**src/pkg/csc_regs.vh**
```
/*
 * constants of the clock source and start-up controller: fuse codes,
 * source selects, start-up cycle counts and counter width.
 * assumes it is included by bare name from the rtl files.
 */
`ifndef CSC_REGS_VH
`define CSC_REGS_VH

// clock source fuse codes, as stored (zero means programmed)
`define CSC_SRC_EXT        4'h0
`define CSC_SRC_RC         4'h2
`define CSC_SRC_WDOG       4'h4
`define CSC_SRC_LFXTAL     4'h6
`define CSC_SRC_XTAL_BIT   3
`define CSC_SUT_RESERVED   2'h3
// shipped start-up code: longest reset delay
`define CSC_SUT_FACTORY    2'h2

// one-hot oscillator select bit positions
`define CSC_SEL_EXT        0
`define CSC_SEL_RC         1
`define CSC_SEL_WDOG       2
`define CSC_SEL_LFXTAL     3
`define CSC_SEL_XTAL       4
`define CSC_SEL_W          5

// counter width and cycle counts
`define CSC_CNT_W          16
`define CSC_CK_ZERO        16'h0000
`define CSC_CK_6           16'h0006
`define CSC_CK_14          16'h000E
`define CSC_CK_258         16'h0102
`define CSC_CK_1K          16'h0400
`define CSC_CK_16K         16'h4000
`define CSC_CK_32K         16'h8000
// watchdog oscillator cycles for the 4 ms / 4.1 ms and 64 ms / 65 ms delays
`define CSC_WDOG_4MS       16'h0200
`define CSC_WDOG_64MS      16'h2000

`endif

```
**src/rtl/csc_cycle_counter.v**
```verilog
/*
 * down counter that waits for a loaded number of tick pulses.
 * assumes tick is a one-cycle pulse synchronous to sys_clk.
 */
`include "csc_regs.vh"

module csc_cycle_counter (
	input  wire                  sys_clk,
	input  wire                  rst_b,
	input  wire                  load,
	input  wire [`CSC_CNT_W-1:0] target,
	input  wire                  tick,
	output reg                   done
);

	reg [`CSC_CNT_W-1:0] remain;

	always @(posedge sys_clk or negedge rst_b) begin
		if (!rst_b) begin
			remain <= `CSC_CK_ZERO;
			done   <= 1'b1;
		end else if (load) begin
			remain <= target;
			done   <= (target == `CSC_CK_ZERO);
		end else if (tick && (remain != `CSC_CK_ZERO)) begin
			remain <= remain - 1'b1;
			done   <= (remain == {{(`CSC_CNT_W-1){1'b0}}, 1'b1});
		end
	end

endmodule // csc_cycle_counter

```
**src/rtl/csc_clock_ctrl.v**
```verilog
/*
 * clock source decode, start-up timing and clock domain enables.
 * assumes src_tick pulses once per cycle of the selected source and
 * wdog_tick once per watchdog oscillator cycle, both synchronous to
 * sys_clk; the enables drive latch-based clock gating cells.
 */
`include "csc_regs.vh"

module csc_clock_ctrl (
	input  wire                  sys_clk,
	input  wire                  rst_b,
	input  wire [3:0]            clock_source_fuses,
	input  wire [1:0]            startup_time_fuses,
	input  wire                  divide_by_eight_fuse,
	input  wire                  src_tick,
	input  wire                  wdog_tick,
	input  wire                  deep_sleep,
	input  wire                  stop_core,
	input  wire                  stop_peripheral,
	input  wire                  stop_converter,
	input  wire                  ext_int_in,
	output reg                   core_clock_en,
	output reg                   peripheral_clock_en,
	output reg                   program_memory_clock_en,
	output reg                   converter_clock_en,
	output reg [`CSC_SEL_W-1:0]  oscillator_select,
	output reg [1:0]             crystal_band,
	output reg                   divide_by_eight,
	output reg                   config_invalid,
	output reg                   startup_busy,
	output reg                   ext_int_wake
);

	localparam [7:0] ST_BOOT  = 8'h01;
	localparam [7:0] ST_LOAD  = 8'h02;
	localparam [7:0] ST_SRC   = 8'h04;
	localparam [7:0] ST_WDOG  = 8'h08;
	localparam [7:0] ST_RUN   = 8'h10;
	localparam [7:0] ST_SLEEP = 8'h20;
	localparam [7:0] ST_WAKE  = 8'h40;
	localparam [7:0] ST_BAD   = 8'h80;

	reg  [7:0]            state;
	reg  [7:0]            next_state;
	reg  [3:0]            cfg_src;
	reg  [1:0]            cfg_sut;
	reg                   cfg_div8;
	reg                   cfg_bad;
	reg  [`CSC_CNT_W-1:0] wake_ck;
	reg  [`CSC_CNT_W-1:0] reset_ck;
	reg  [`CSC_CNT_W-1:0] wdog_ck;
	reg  [`CSC_SEL_W-1:0] sel;
	reg                   src_load;
	reg  [`CSC_CNT_W-1:0] src_target;
	reg                   wdog_load;
	wire                  src_done;
	wire                  wdog_done;
	wire                  run_next;

	////////////////////////////////////////////////////////////////////////
	// fuse capture: only the boot state follows the pins

	always @(posedge sys_clk or negedge rst_b) begin
		if (!rst_b) begin
			cfg_src  <= `CSC_SRC_RC;
			cfg_sut  <= `CSC_SUT_FACTORY;
			cfg_div8 <= 1'b1;
		end else if (state == ST_BOOT) begin
			cfg_src  <= clock_source_fuses;
			cfg_sut  <= startup_time_fuses;
			cfg_div8 <= ~divide_by_eight_fuse;
		end
	end

	////////////////////////////////////////////////////////////////////////
	// decode of source and start-up codes

	always @* begin
		cfg_bad  = 1'b0;
		wake_ck  = `CSC_CK_6;
		reset_ck = `CSC_CK_14;
		wdog_ck  = `CSC_CK_ZERO;
		sel      = {`CSC_SEL_W{1'b0}};
		case (cfg_src)
		`CSC_SRC_EXT, `CSC_SRC_RC, `CSC_SRC_WDOG: begin
			if (cfg_src == `CSC_SRC_EXT)
				sel[`CSC_SEL_EXT] = 1'b1;
			else if (cfg_src == `CSC_SRC_RC)
				sel[`CSC_SEL_RC] = 1'b1;
			else
				sel[`CSC_SEL_WDOG] = 1'b1;
			case (cfg_sut)
			2'h0: wdog_ck = `CSC_CK_ZERO;
			2'h1: wdog_ck = `CSC_WDOG_4MS;
			2'h2: wdog_ck = `CSC_WDOG_64MS;
			default: cfg_bad = 1'b1;
			endcase
		end
		`CSC_SRC_LFXTAL: begin
			sel[`CSC_SEL_LFXTAL] = 1'b1;
			reset_ck = `CSC_CK_ZERO;
			case (cfg_sut)
			2'h0: begin
				wake_ck = `CSC_CK_1K;
				wdog_ck = `CSC_WDOG_4MS;
			end
			2'h1: begin
				wake_ck = `CSC_CK_1K;
				wdog_ck = `CSC_WDOG_64MS;
			end
			2'h2: begin
				wake_ck = `CSC_CK_32K;
				wdog_ck = `CSC_WDOG_64MS;
			end
			default: cfg_bad = 1'b1;
			endcase
		end
		default: begin
			if (cfg_src[`CSC_SRC_XTAL_BIT]) begin
				sel[`CSC_SEL_XTAL] = 1'b1;
				case ({cfg_src[0], cfg_sut})
				3'h0: begin
					wake_ck = `CSC_CK_258;
					wdog_ck = `CSC_WDOG_4MS;
				end
				3'h1: begin
					wake_ck = `CSC_CK_258;
					wdog_ck = `CSC_WDOG_64MS;
				end
				3'h2: wake_ck = `CSC_CK_1K;
				3'h3: begin
					wake_ck = `CSC_CK_1K;
					wdog_ck = `CSC_WDOG_4MS;
				end
				3'h4: begin
					wake_ck = `CSC_CK_1K;
					wdog_ck = `CSC_WDOG_64MS;
				end
				3'h5: wake_ck = `CSC_CK_16K;
				3'h6: begin
					wake_ck = `CSC_CK_16K;
					wdog_ck = `CSC_WDOG_4MS;
				end
				default: begin
					wake_ck = `CSC_CK_16K;
					wdog_ck = `CSC_WDOG_64MS;
				end
				endcase
			end else begin
				cfg_bad = 1'b1;
			end
		end
		endcase
		if (cfg_bad)
			sel = {`CSC_SEL_W{1'b0}};
	end

	////////////////////////////////////////////////////////////////////////
	// start-up sequencer

	always @* begin
		next_state = state;
		src_load   = 1'b0;
		src_target = reset_ck;
		wdog_load  = 1'b0;
		case (state)
		ST_BOOT: next_state = ST_LOAD;
		ST_LOAD: begin
			if (cfg_bad) begin
				next_state = ST_BAD;
			end else begin
				src_load   = 1'b1;
				next_state = ST_SRC;
			end
		end
		ST_SRC: begin
			if (src_done) begin
				wdog_load  = 1'b1;
				next_state = ST_WDOG;
			end
		end
		ST_WDOG: begin
			if (wdog_done)
				next_state = ST_RUN;
		end
		ST_RUN: begin
			if (deep_sleep)
				next_state = ST_SLEEP;
		end
		ST_SLEEP: begin
			if (!deep_sleep || ext_int_in) begin
				src_load   = 1'b1;
				src_target = wake_ck;
				next_state = ST_WAKE;
			end
		end
		ST_WAKE: begin
			if (src_done)
				next_state = ST_RUN;
		end
		ST_BAD: next_state = ST_BAD;
		default: next_state = ST_BOOT;
		endcase
	end

	always @(posedge sys_clk or negedge rst_b) begin
		if (!rst_b)
			state <= ST_BOOT;
		else
			state <= next_state;
	end

	csc_cycle_counter u_src_count (
		.sys_clk (sys_clk),
		.rst_b   (rst_b),
		.load    (src_load),
		.target  (src_target),
		.tick    (src_tick),
		.done    (src_done)
	);

	// the real-time delay runs on the watchdog ticks, not the source
	csc_cycle_counter u_wdog_count (
		.sys_clk (sys_clk),
		.rst_b   (rst_b),
		.load    (wdog_load),
		.target  (wdog_ck),
		.tick    (wdog_tick),
		.done    (wdog_done)
	);

	////////////////////////////////////////////////////////////////////////
	// domain enables: registered so the gating cells see no glitch

	assign run_next = (next_state == ST_RUN);

	always @(posedge sys_clk or negedge rst_b) begin
		if (!rst_b) begin
			core_clock_en           <= 1'b0;
			peripheral_clock_en     <= 1'b0;
			program_memory_clock_en <= 1'b0;
			converter_clock_en      <= 1'b0;
			oscillator_select       <= {`CSC_SEL_W{1'b0}};
			crystal_band            <= 2'h0;
			divide_by_eight         <= 1'b0;
			config_invalid          <= 1'b0;
			startup_busy            <= 1'b1;
			ext_int_wake            <= 1'b0;
		end else begin
			core_clock_en           <= run_next & ~stop_core;
			program_memory_clock_en <= run_next & ~stop_core;
			peripheral_clock_en     <= run_next & ~stop_peripheral;
			converter_clock_en      <= run_next & ~stop_converter;
			// oscillator stays off in power-down and for bad codes
			if ((state == ST_BOOT) || (state == ST_BAD) ||
			    (next_state == ST_SLEEP) || (next_state == ST_BAD))
				oscillator_select <= {`CSC_SEL_W{1'b0}};
			else
				oscillator_select <= sel;
			crystal_band    <= sel[`CSC_SEL_XTAL] ? cfg_src[2:1] : 2'h0;
			divide_by_eight <= cfg_div8 & ~cfg_bad;
			config_invalid  <= (state == ST_BAD) || (next_state == ST_BAD);
			startup_busy    <= ~run_next & (next_state != ST_SLEEP) &
			                   (next_state != ST_BAD);
			// interrupt sensed straight from the pin, even with io clock off
			ext_int_wake    <= ext_int_in & (state == ST_SLEEP);
		end
	end

endmodule // csc_clock_ctrl

```
**config.mk**
```make
export PLATFORM = sky130hd
export DESIGN_NAME = csc_clock_ctrl
export DESIGN_NICKNAME = d
export VERILOG_FILES = /design/src/rtl/csc_cycle_counter.v /design/src/rtl/csc_clock_ctrl.v
export VERILOG_INCLUDE_DIRS = /design/src /design/src/pkg
export SDC_FILE = /design/constraint.sdc
export NUM_CORES = 1
export LEC_CHECK = 0
export BUFFER_PORTS_ARGS = -buffer_cell sky130_fd_sc_hd__buf_4
export CAP_MARGIN = 20
export CORE_MARGIN = 2
export CORE_UTILIZATION = 55
export DETAILED_ROUTE_END_ITERATION = 7
export PLACE_DENSITY_LB_ADDON = 0.12
export SYNTH_ARGS = -nofsm -noshare
export SYNTH_HDL_FRONTEND = slang
export SYNTH_SLANG_ARGS = --single-unit
```
**constraint.sdc**
```tcl
create_clock -name sys_clk -period 3.91 [get_ports sys_clk]
set_input_delay 0.9775 -clock sys_clk [delete_from_list [all_inputs] [get_ports sys_clk]]
set_output_delay 0.9775 -clock sys_clk [all_outputs]
set_load 0.01 [all_outputs]
```
==> results of run 1 <==
-- flip-flops by register name, indices dropped and copies added, names as in the netlist, 2 cells and up --
| register | count |
|---|---|
| cfg_src | 4 |
| cfg_sut | 2 |
| crystal_band | 2 |
| oscillator_select | 5 |
| state | 8 |
| u_src_count.remain | 16 |
| u_wdog_count.remain | 16 |
-- worst max-delay path by stage --
stage	end	slack, ps	cells past startpoint
floorplan	u_src_count.remain[10]	1610	8
global placement	u_src_count.done	1210	6
detailed placement	u_src_count.done	1080	6
CTS	u_src_count.remain[15]	1210	7
global route	u_src_count.remain[15]	990	7
finish	u_src_count.remain[15]	1180	7
-- routing by layer --
layer  wire, um  global-route usage  share of wire
met1       3736              0.3372           0.49
met2       3460              0.3702           0.46
met3        314             0.05045          0.041
met4         85             0.06452          0.011
met5          0                   0              0
-- power breakdown --
| group | leakage, nW | switching [W] | internal (W) |
|---|---|---|---|
| logic | 0.865 | 0.000144 | 0.000124 |
| clock network | 0.0850 | 0.000244 | 0.000240 |
| registers | 0.785 | 0.0000749 | 0.000729 |
-- stage by stage --
| step | power [W] | cell area [um2] |
|---|---|---|
| floorplan | 0.001004 | 3520 |
| global placement | 0.001068 | 3755 |
| detailed placement | 0.001083 | 3755 |
| CTS | 0.001568 | 3919 |
| global route | 0.001651 | 3919 |
| finish | 0.001556 | 3919 |
-- cells by family (layout without fill, tap and decap cells) --
| group | Yosys count | after routing | synth area share |
|---|---|---|---|
| AO/OA/AOI/OAI | 64 | 64 | 0.1216 |
| XOR/XNOR | 23 | 23 | 0.05723 |
| AND/OR/NAND/NOR | 183 | 183 | 0.2901 |
| adder cells (fa/ha/maj) | 9 | 9 | 0.03199 |
| flip-flops | 63 | 63 | 0.4504 |
| buffers and inverters | 35 | 59 | 0.03946 |
| multiplexers | 3 | 3 | 0.009242 |
-- cell usage in the layout, fill, tap and decap left out, drive strengths merged, types with 4 or more instances in the layout --
cell type,Yosys,layout
dfstp,7,7
ha,9,9
xnor2,19,19
nand4,5,5
xor2,4,4
nand2,24,24
buf,5,30
dfrtp,56,56
or3,8,8
nor3,19,19
nand4b,9,9
or4,7,7
nor4,16,16
nor2b,5,5
and2,5,5
o21ai,18,18
o22ai,5,5
or2,5,5
clkbuf,16,11
nor2,47,47
nor3b,4,4
inv,14,14
nand2b,9,9
nand3,7,7
a21oi,16,16
-- worst min-delay path, cell delays in order (launching register included) --
cell and delay [ps]:
dfstp_2 360, nand2_1 40, o21ai_0 60
-- cell type report --
class | instances | area [um2] | area share
Multi-Input combinational cell | 282 | 1795 | 0.4582
Sequential cell | 63 | 1585 | 0.4045
Timing Repair Buffer | 30 | 225.2 | 0.05747
Clock buffer | 11 | 141.4 | 0.03608
Tap cell | 77 | 96.34 | 0.02458
Inverter | 14 | 52.55 | 0.01341
Clock inverter | 4 | 22.52 | 0.005747
==> results_dict.tcl, run 1 <==
set metrics [dict create \
    crit_fanout 14 \
    antenna_found_initial 0 \
    hold_end "cfg_div8" \
    ios 31 \
    cts_buffer_depth 2 \
    power_leakage_nw 1.736 \
    routed_wl_um 7596 \
    crit_type "reg2reg" \
    synth_top_cell_area_share 0.3982 \
    synthesis.area_um2 3520 \
    diodes 0 \
    crit_top_cell "a21oi_1" \
    rows 29 \
    synth.largest_area_cell "dfrtp_1" \
    layout.cells.non_filler 481 \
    place.gp.congestion 0.8913 \
    hold_start "cfg_div8" \
    cp_cell_sequence "inv_1 -> ha_1 -> or3b_1 -> o41ai_4 -> nand3_1 -> a21oi_1 -> a21oi_1" \
    grt.total_usage 0.2371 \
    clkSlewWorstSetupHoldPaths_ps 70 \
    coreArea_um2 6277 \
    synth_edf_count 0 \
    fill_cells 542 \
    final_nets 425 \
    dp_hpwl_um 5471 \
    skew_ps 6.348 \
    via_count 2892 \
    syn2layout_area_growth_pct 11.34 \
    antenna_left 0 \
    grt_pass1_vias 2861 \
    ys_warn_count 0 \
    post-route-util 0.6243 \
    initial_core_util 0.5607 \
    fin_ws_ps 1184 \
    synthFlopType "dfrtp_1" \
    die_w_um 84.00 \
    tritoncts "built" \
    slew_headroom 0.4573 \
    syn_inst 380 \
    clk_latency_ps 340 \
    drc 0 \
    place.port_buffers 30 \
    drv_cap 0 \
    cp_top_family "compound AO/OA/AOI/OAI gates" \
    fin_tns_setup_ps 0 \
    end_kind "flop" \
    grt_pass1_wl_um 13460 \
    drive_gt1_frac 0.1535 \
    slowest_stage "o41ai_4" \
    ctsHoldBuffers 0 \
    synth_common_cells "dfrtp_1, nor2_1, nand2_1" \
    final-max-slew-violation-count 0 \
    ys_seq_area_frac 0.4504 \
    viasPerCell 6.012 \
    r2r_slack_ps 1180 \
    r2r_cells 7 \
    max_stage_delay_ps 840 \
    hp-class "reg2reg" \
    vdd_drop_max_mv 0.4162 \
    netlist-cell-type-count 57 \
    cts_resized 0 \
    dp_slack_ps 1079 \
    hold_viol_final 0 \
    firstDrtPassIters 4 \
    r2r_end "u_src_count.remain[15]" \
    cp_num_buf_inv 1 \
    setup-violations-final 0 \
    yosysMostFrequentCell "dfrtp_1" \
    hold_ws_ps 479.2 \
    power-per-cell-area_nw_per_um2 397.0 \
    grt-ovfl-total 0 \
    place_inst 466 \
    avgSynthCellArea_um2 9.262 \
    numCtsBuffers 9 \
    worst_pin_slew_ps 811.3 \
    fp.dieArea_um2 7055 \
    synthTopCellsByArea "dfrtp_1, dfstp_2, nor2_1, xnor2_1, ha_1" \
    timing.fmax_ghz 0.3669 \
    startpoint "u_src_count.remain[1]" \
    dieHeight_um 84.00 \
    wl_per_cell_um 15.79 \
    outcome "completed" \
    drt_iter0_markers 248 \
    cts_sinks 63 \
    worst_ep_required_time_ps 4140 \
    fin_crit_sh 0.6971 \
    post_cts_buffers 0 \
    arrival_ps 2960 \
    min_path_cells 2 \
    synth_nets 405 \
    cts_root_buf "clkbuf_8" \
    async_flop_share 1.000 \
    synth_seq_cells 63 \
    reg2reg_from "u_src_count.remain[1]" \
    startpoint_type "flop" \
    rsz0062_at_grt "no" \
    min_period_ps 2726 \
    h-tree-depth 3 \
    grt_start_max_net_pins 64 \
]
Power figures use the tool's default switching activity.
==> run 2: changes to the inputs <==
ABC_AREA = 1   (was default)
clock period = 2.6 ns   (was 3.91 ns; I/O delays follow)
==> results_dict.tcl, run 2 <==
set metrics [dict create \
    outcome "completed" \
    clk_latency_ps 350 \
    rsz0062_at_grt "no" \
    fin_tns_setup_ps 0 \
    grt_start_max_net_pins 64 \
    arrival_ps 2180 \
    final_nets 541 \
    syn2layout_area_growth_pct 12.17 \
    cp_top_family "simple AND/OR/NAND/NOR gates" \
    power_leakage_nw 2.137 \
    drt_iter0_markers 175 \
    cp_num_buf_inv 3 \
    routed.top_layer "met4" \
    drive_gt1_frac 0.1631 \
    cts_resized 0 \
    ys_seq_area_frac 0.4318 \
    viasPerCell 5.303 \
    wl_met2_um 3669 \
    max_stage_delay_ps 420 \
    place.gp.congestion 0.8732 \
    routed_wl_um 7975 \
    wl_per_cell_um 13.34 \
    cts_root_buf "clkbuf_8" \
    final-max-slew-violation-count 0 \
    end_kind "flop" \
    wl_met3_um 473 \
    ios 31 \
    async_flop_share 1.000 \
    yosysMostFrequentCell "nand2_1" \
    final_common_cell "nand2_1" \
    synth_seq_cells 63 \
    diodes 0 \
    netlist-cell-type-count 39 \
    synthTopCellsByArea "dfrtp_1, nand2_1, nor2_1, inv_1, dfstp_2" \
    cp_cell_sequence "ha_1 -> nor2_4 -> inv_1 -> nand2_2 -> nand3_2 -> nand2_8 -> inv_6 -> nand2_4 -> inv_1 -> nand2_1 -> nand2_1" \
    fp.dieArea_um2 7344 \
    dieHeight_um 85.70 \
    antenna_left 0 \
    grt-ovfl-total 0 \
    clkSlewWorstSetupHoldPaths_ps 70 \
    min_period_ps 1944 \
    ctsHoldBuffers 0 \
    slowest_stage "dfrtp_1" \
    antenna_found_initial 0 \
    grt_pass1_wl_um 13680 \
    final_area_um2 4118 \
    dpl_cell_area_um2 3928 \
    post_cts_buffers 0 \
    r2r_slack_ps 660 \
    drc 0 \
    timing.fmax_ghz 0.5143 \
    worst_ep_required_time_ps 2840 \
    synth.largest_area_cell "dfrtp_1" \
    slew_headroom 0.4801 \
    fin_crit_sh 0.7478 \
    tritoncts "built" \
    skew_ps 6.301 \
    crit_fanout 18 \
    startpoint_type "flop" \
    die_w_um 85.70 \
    startpoint "cfg_sut[0]" \
    grt_pass1_vias 3008 \
    synth_top_cell_area_share 0.3817 \
    synthesis.area_um2 3671 \
    place.port_buffers 30 \
    rows 29 \
    synthFlopType "dfrtp_1" \
    vdd_drop_max_mv 0.6214 \
    crit_type "reg2reg" \
    coreArea_um2 6386 \
    dp_hpwl_um 5857 \
    h-tree-depth 3 \
    drt-met1-wl_um 3692 \
    avgSynthCellArea_um2 7.616 \
    hold_viol_final 0 \
    syn_inst 482 \
    initial_core_util 0.5748 \
    fill_cells 559 \
    layout_common_cells "nand2_1, nor2_1, inv_1" \
    synth_common_cells "nand2_1, nor2_1, inv_1" \
    reg2reg_from "cfg_sut[0]" \
    grt.total_usage 0.2369 \
    reg_top3 "u_src_count.remain: 16 flops, u_wdog_count.remain: 16 flops, state: 8 flops" \
    cts_sinks 63 \
    hp-class "in2async" \
    synth_edf_count 0 \
    ys_warn_count 0 \
    cts_buffer_depth 2 \
    numCtsBuffers 9 \
    worst_pin_slew_ps 779.9 \
    drv_cap 0 \
    via_count 3171 \
    firstDrtPassIters 5 \
    power-per-cell-area_nw_per_um2 1116 \
    synth_nets 507 \
    setup-violations-final 0 \
]
[run 2: cell count changes after synthesis, sizes merged, moves of 10 or more]
cell	previous run	this run
nand2	24	125
inv	14	65
nor2	47	92
nand3	7	29
xnor2	19	2
clkbuf	16	0
o21ai	18	33
nor4	16	2
nor3	19	9
[run 2: report_power, final]
part	switching (W)	internal (W)
Sequential	0.000341	0.00137
Clock	0.000383	0.000465
Combinational	0.00132	0.000723
[run 2: metal layers]
layer | GRT usage | vias up
met5 | 0 | -
met4 | 0.09235 | 0
met3 | 0.04716 | 15
met2 | 0.3828 | 100
met1 | 0.3154 | 1460
li1 | - | 1596
[run 2: logic make-up (layout without fill, tap and decap cells)]
family,after synthesis,count (layout),synth area share
simple gates,272,272,0.3384
buf+inv,72,111,0.08555
flops,63,63,0.4318
compound gates,56,56,0.08964
xor+xnor,10,10,0.02386
fa+ha+maj,9,9,0.03068
[run 2: worst paths after layout]
kind | cells past startpoint | endpoint
worst min register to register | 1 | u_wdog_count.remain[5]
worst max register to register | 11 | u_src_count.remain[2]
min in group sys_clk | 2 | cfg_div8
worst min-delay path | 1 | ext_int_wake
worst max-delay path | 11 | u_src_count.remain[2]
max in group asynchronous | 1 | u_wdog_count.remain[0]
[run 2: stage by stage]
stage          hold WS [ps]    util  cells  total power, W  setup WS, ps
2_1_floorplan         354.4       -    482        0.003236         960.9
3_3_place_gp          465.4  0.6150    582        0.003671         725.8
3_5_place_dp          481.3  0.6150    582        0.003737         666.4
4_1_cts               410.3  0.6448    598        0.004591         655.5
5_1_grt               438.5  0.6448    598        0.005003         483.7
6_report              374.2  0.6448    598        0.004594         655.8
[run 2: worst reg2reg max path, delay by kind of cell (launching register included)]
family,cells,cell delay [ps]
AND/OR/NAND/NOR,7,860
buffers and inverters,3,270
flip-flops,1,420
adder cells (fa/ha/maj),1,280
[run 2: area by class of cell]
| type | instances | area, um2 | area share |
|---|---|---|---|
| multi-input combinational | 347 | 1772 | 0.4303 |
| sequential | 63 | 1585 | 0.3850 |
| inverter | 65 | 249.0 | 0.06047 |
| timing repair buffer | 30 | 225.2 | 0.05469 |
| clock buffer | 12 | 145.1 | 0.03525 |
| tap | 77 | 96.34 | 0.02340 |
| clock inverter | 4 | 45.04 | 0.01094 |
==> run 3: changes to the inputs <==
CORE_UTILIZATION = 54   (was 55)
clock period = 1.7 ns   (was 2.6 ns; I/O delays follow)
==> results_dict.tcl, run 3 (synthesis results as in run 2) <==
set metrics [dict create \
    end_kind "flop" \
    firstDrtPassIters 5 \
    drv_cap 0 \
    hp-class "in2reg" \
    dpl_cell_area_um2 4124 \
    switchingPower_w 0.003429 \
    worst_pin_slew_ps 494.3 \
    power_leakage_nw 2.316 \
    drive_gt1_frac 0.2744 \
    hold_ws_ps 220.8 \
    min_period_ps 1680 \
    die_w_um 86.45 \
    slowest_stage "dfrtp_1" \
    fin_tns_setup_ps 0 \
    final_common_cell "nand2_1" \
    swShare 0.4422 \
    cts_buffer_depth 2 \
    grt_pass1_vias 3151 \
    antenna_left 0 \
    p_clk_frac 0.171 \
    skew_ps 10.05 \
    syn2layout_area_growth_pct 24.03 \
    antenna_found_initial 0 \
    cp_cell_sequence "nor2_1 -> nand2_2 -> nor2_2 -> nand2_1 -> nand2_4 -> buf_4 -> o21ai_0 -> o21ai_0 -> o21ai_0" \
    clk_latency_ps 350 \
    via_count 3351 \
    grt_pass1_wl_um 14180 \
    place.port_buffers 30 \
    crit_top_cell "o21ai_0" \
    rows 30 \
    numCtsBuffers 9 \
    dp_hpwl_um 6270 \
    coreArea_um2 6681 \
    worst_ep_required_time_ps 1930 \
    drt_iter0_markers 156 \
    reg_top3 "u_src_count.remain: 16 flops, u_wdog_count.remain: 16 flops, state: 8 flops" \
    timing.fmax_ghz 0.5951 \
    tritoncts "built" \
    grt.total_usage 0.2412 \
    arrival_ps 1910 \
    power_frac_comb 0.490 \
    fill_cells 552 \
    r2r_cells 9 \
    min_path_cells 2 \
    viasPerCell 5.285 \
    ios 31 \
    fp.dieArea_um2 7474 \
    setup-violations-final 0 \
    final_area_um2 4553 \
    cts_root_buf "clkbuf_8" \
    seqCellArea_um2 1588 \
    crit_type "reg2reg" \
    power-per-cell-area_nw_per_um2 1703 \
    intPower_w 0.004325 \
    vdd_drop_max_mv 0.8342 \
    grt_start_max_net_pins 34 \
    final_nets 575 \
    place.gp.congestion 0.8841 \
    power_frac_seq 0.339 \
    outcome "completed" \
    max_stage_delay_ps 420 \
    clkSlewWorstSetupHoldPaths_ps 70 \
    multi_input_area_um2 1904 \
    diodes 0 \
    drc 0 \
    final-max-slew-violation-count 0 \
    layout_common_cells "nand2_1, nor2_1, buf_4" \
    routed_wl_um 8800 \
    wl_per_cell_um 13.88 \
    cts_sinks 63 \
    slew_headroom 0.6685 \
    fin_crit_sh 0.9885 \
    initial_core_util 0.5494 \
    hold_viol_final 0 \
    startpoint_type "flop" \
    rsz0062_at_grt "yes" \
    h-tree-depth 3 \
    dieHeight_um 86.45 \
    grt-ovfl-total 0 \
    power_w 0.007755 \
    crit_fanout 6 \
]
## run 3: cell types whose count changed in the layout (fill, tap and decap cells not counted), moves of 4 or more
| cell | change |
|---|---|
| buf_4 | +29 |
| nor2_1 | -14 |
| nor2_2 | +12 |
| inv_1 | -6 |
| o21ai_0 | -5 |
| o21ai_1 | +4 |
## run 3: metal layers
layer	part of all wire	track usage	wire length, um	up-vias
li1	-	-	-	1666
met1	0.44	0.3221	3913	1572
met2	0.48	0.3853	4252	95
met3	0.052	0.04476	458	18
met4	0.020	0.1037	176	0
met5	0	0	0	-
## run 3: cell type report
cell class,instances,share of cell area
repair buffers,63,0.1107
well taps,80,0.02198
clock inverters,5,0.01292
clock buffers,10,0.03023
inverters,65,0.05716
multi-input cells,348,0.4182
flip-flops and latches,63,0.3487
## run 3: power by group through the flow
stage	clock [W]	combinational (W)	sequential, W
after floorplan	0	0.00244	0.00251
after global placement	0	0.00335	0.00256
after detailed placement	0	0.00343	0.00258
after CTS	0.00134	0.00346	0.00256
after global routing	0.00140	0.00431	0.00270
final	0.00133	0.00380	0.00263
## run 3: worst paths after layout
path	startpoint	endpoint	slack (ps)
max in group asynchronous	rst_b	u_wdog_count.done	700
hold / removal	divide_by_eight_fuse	cfg_div8	220
hold reg to reg	cfg_div8	divide_by_eight	480
min in group asynchronous	rst_b	u_src_count.remain[10]	440
setup / recovery	u_src_count.remain[4]	u_src_count.remain[1]	20
setup reg to reg	u_src_count.remain[4]	u_src_count.remain[1]	20
## run 3: what timing repair did
item                                   in CTS  in global routing
pin swaps                                   0                 13
endpoints found under the hold margin       9                  0
hold buffers                                1                  0
gates resized for setup                     1                 50
cloned                                      0                  1
setup buffers                               0                  8
setup endpoints to repair                   6                 37
## run 3: per-stage QoR
stage,std cells,utilization,setup slack [ps]
after global placement,609,0.6172,29.12
after detailed placement,609,0.6172,-15.49
after CTS,625,0.6481,5.086
after global routing,634,0.6815,-47.32
after floorplan,482,-,60.89
final,634,0.6815,19.55
## run 3: critical path: cells and delay by family (launching register included)
family,cells,cell delay (ps)
and+or+nand+nor,5,740
AOI/OAI and AO/OA,3,250
buffers and inverters,1,140
DFF,1,420
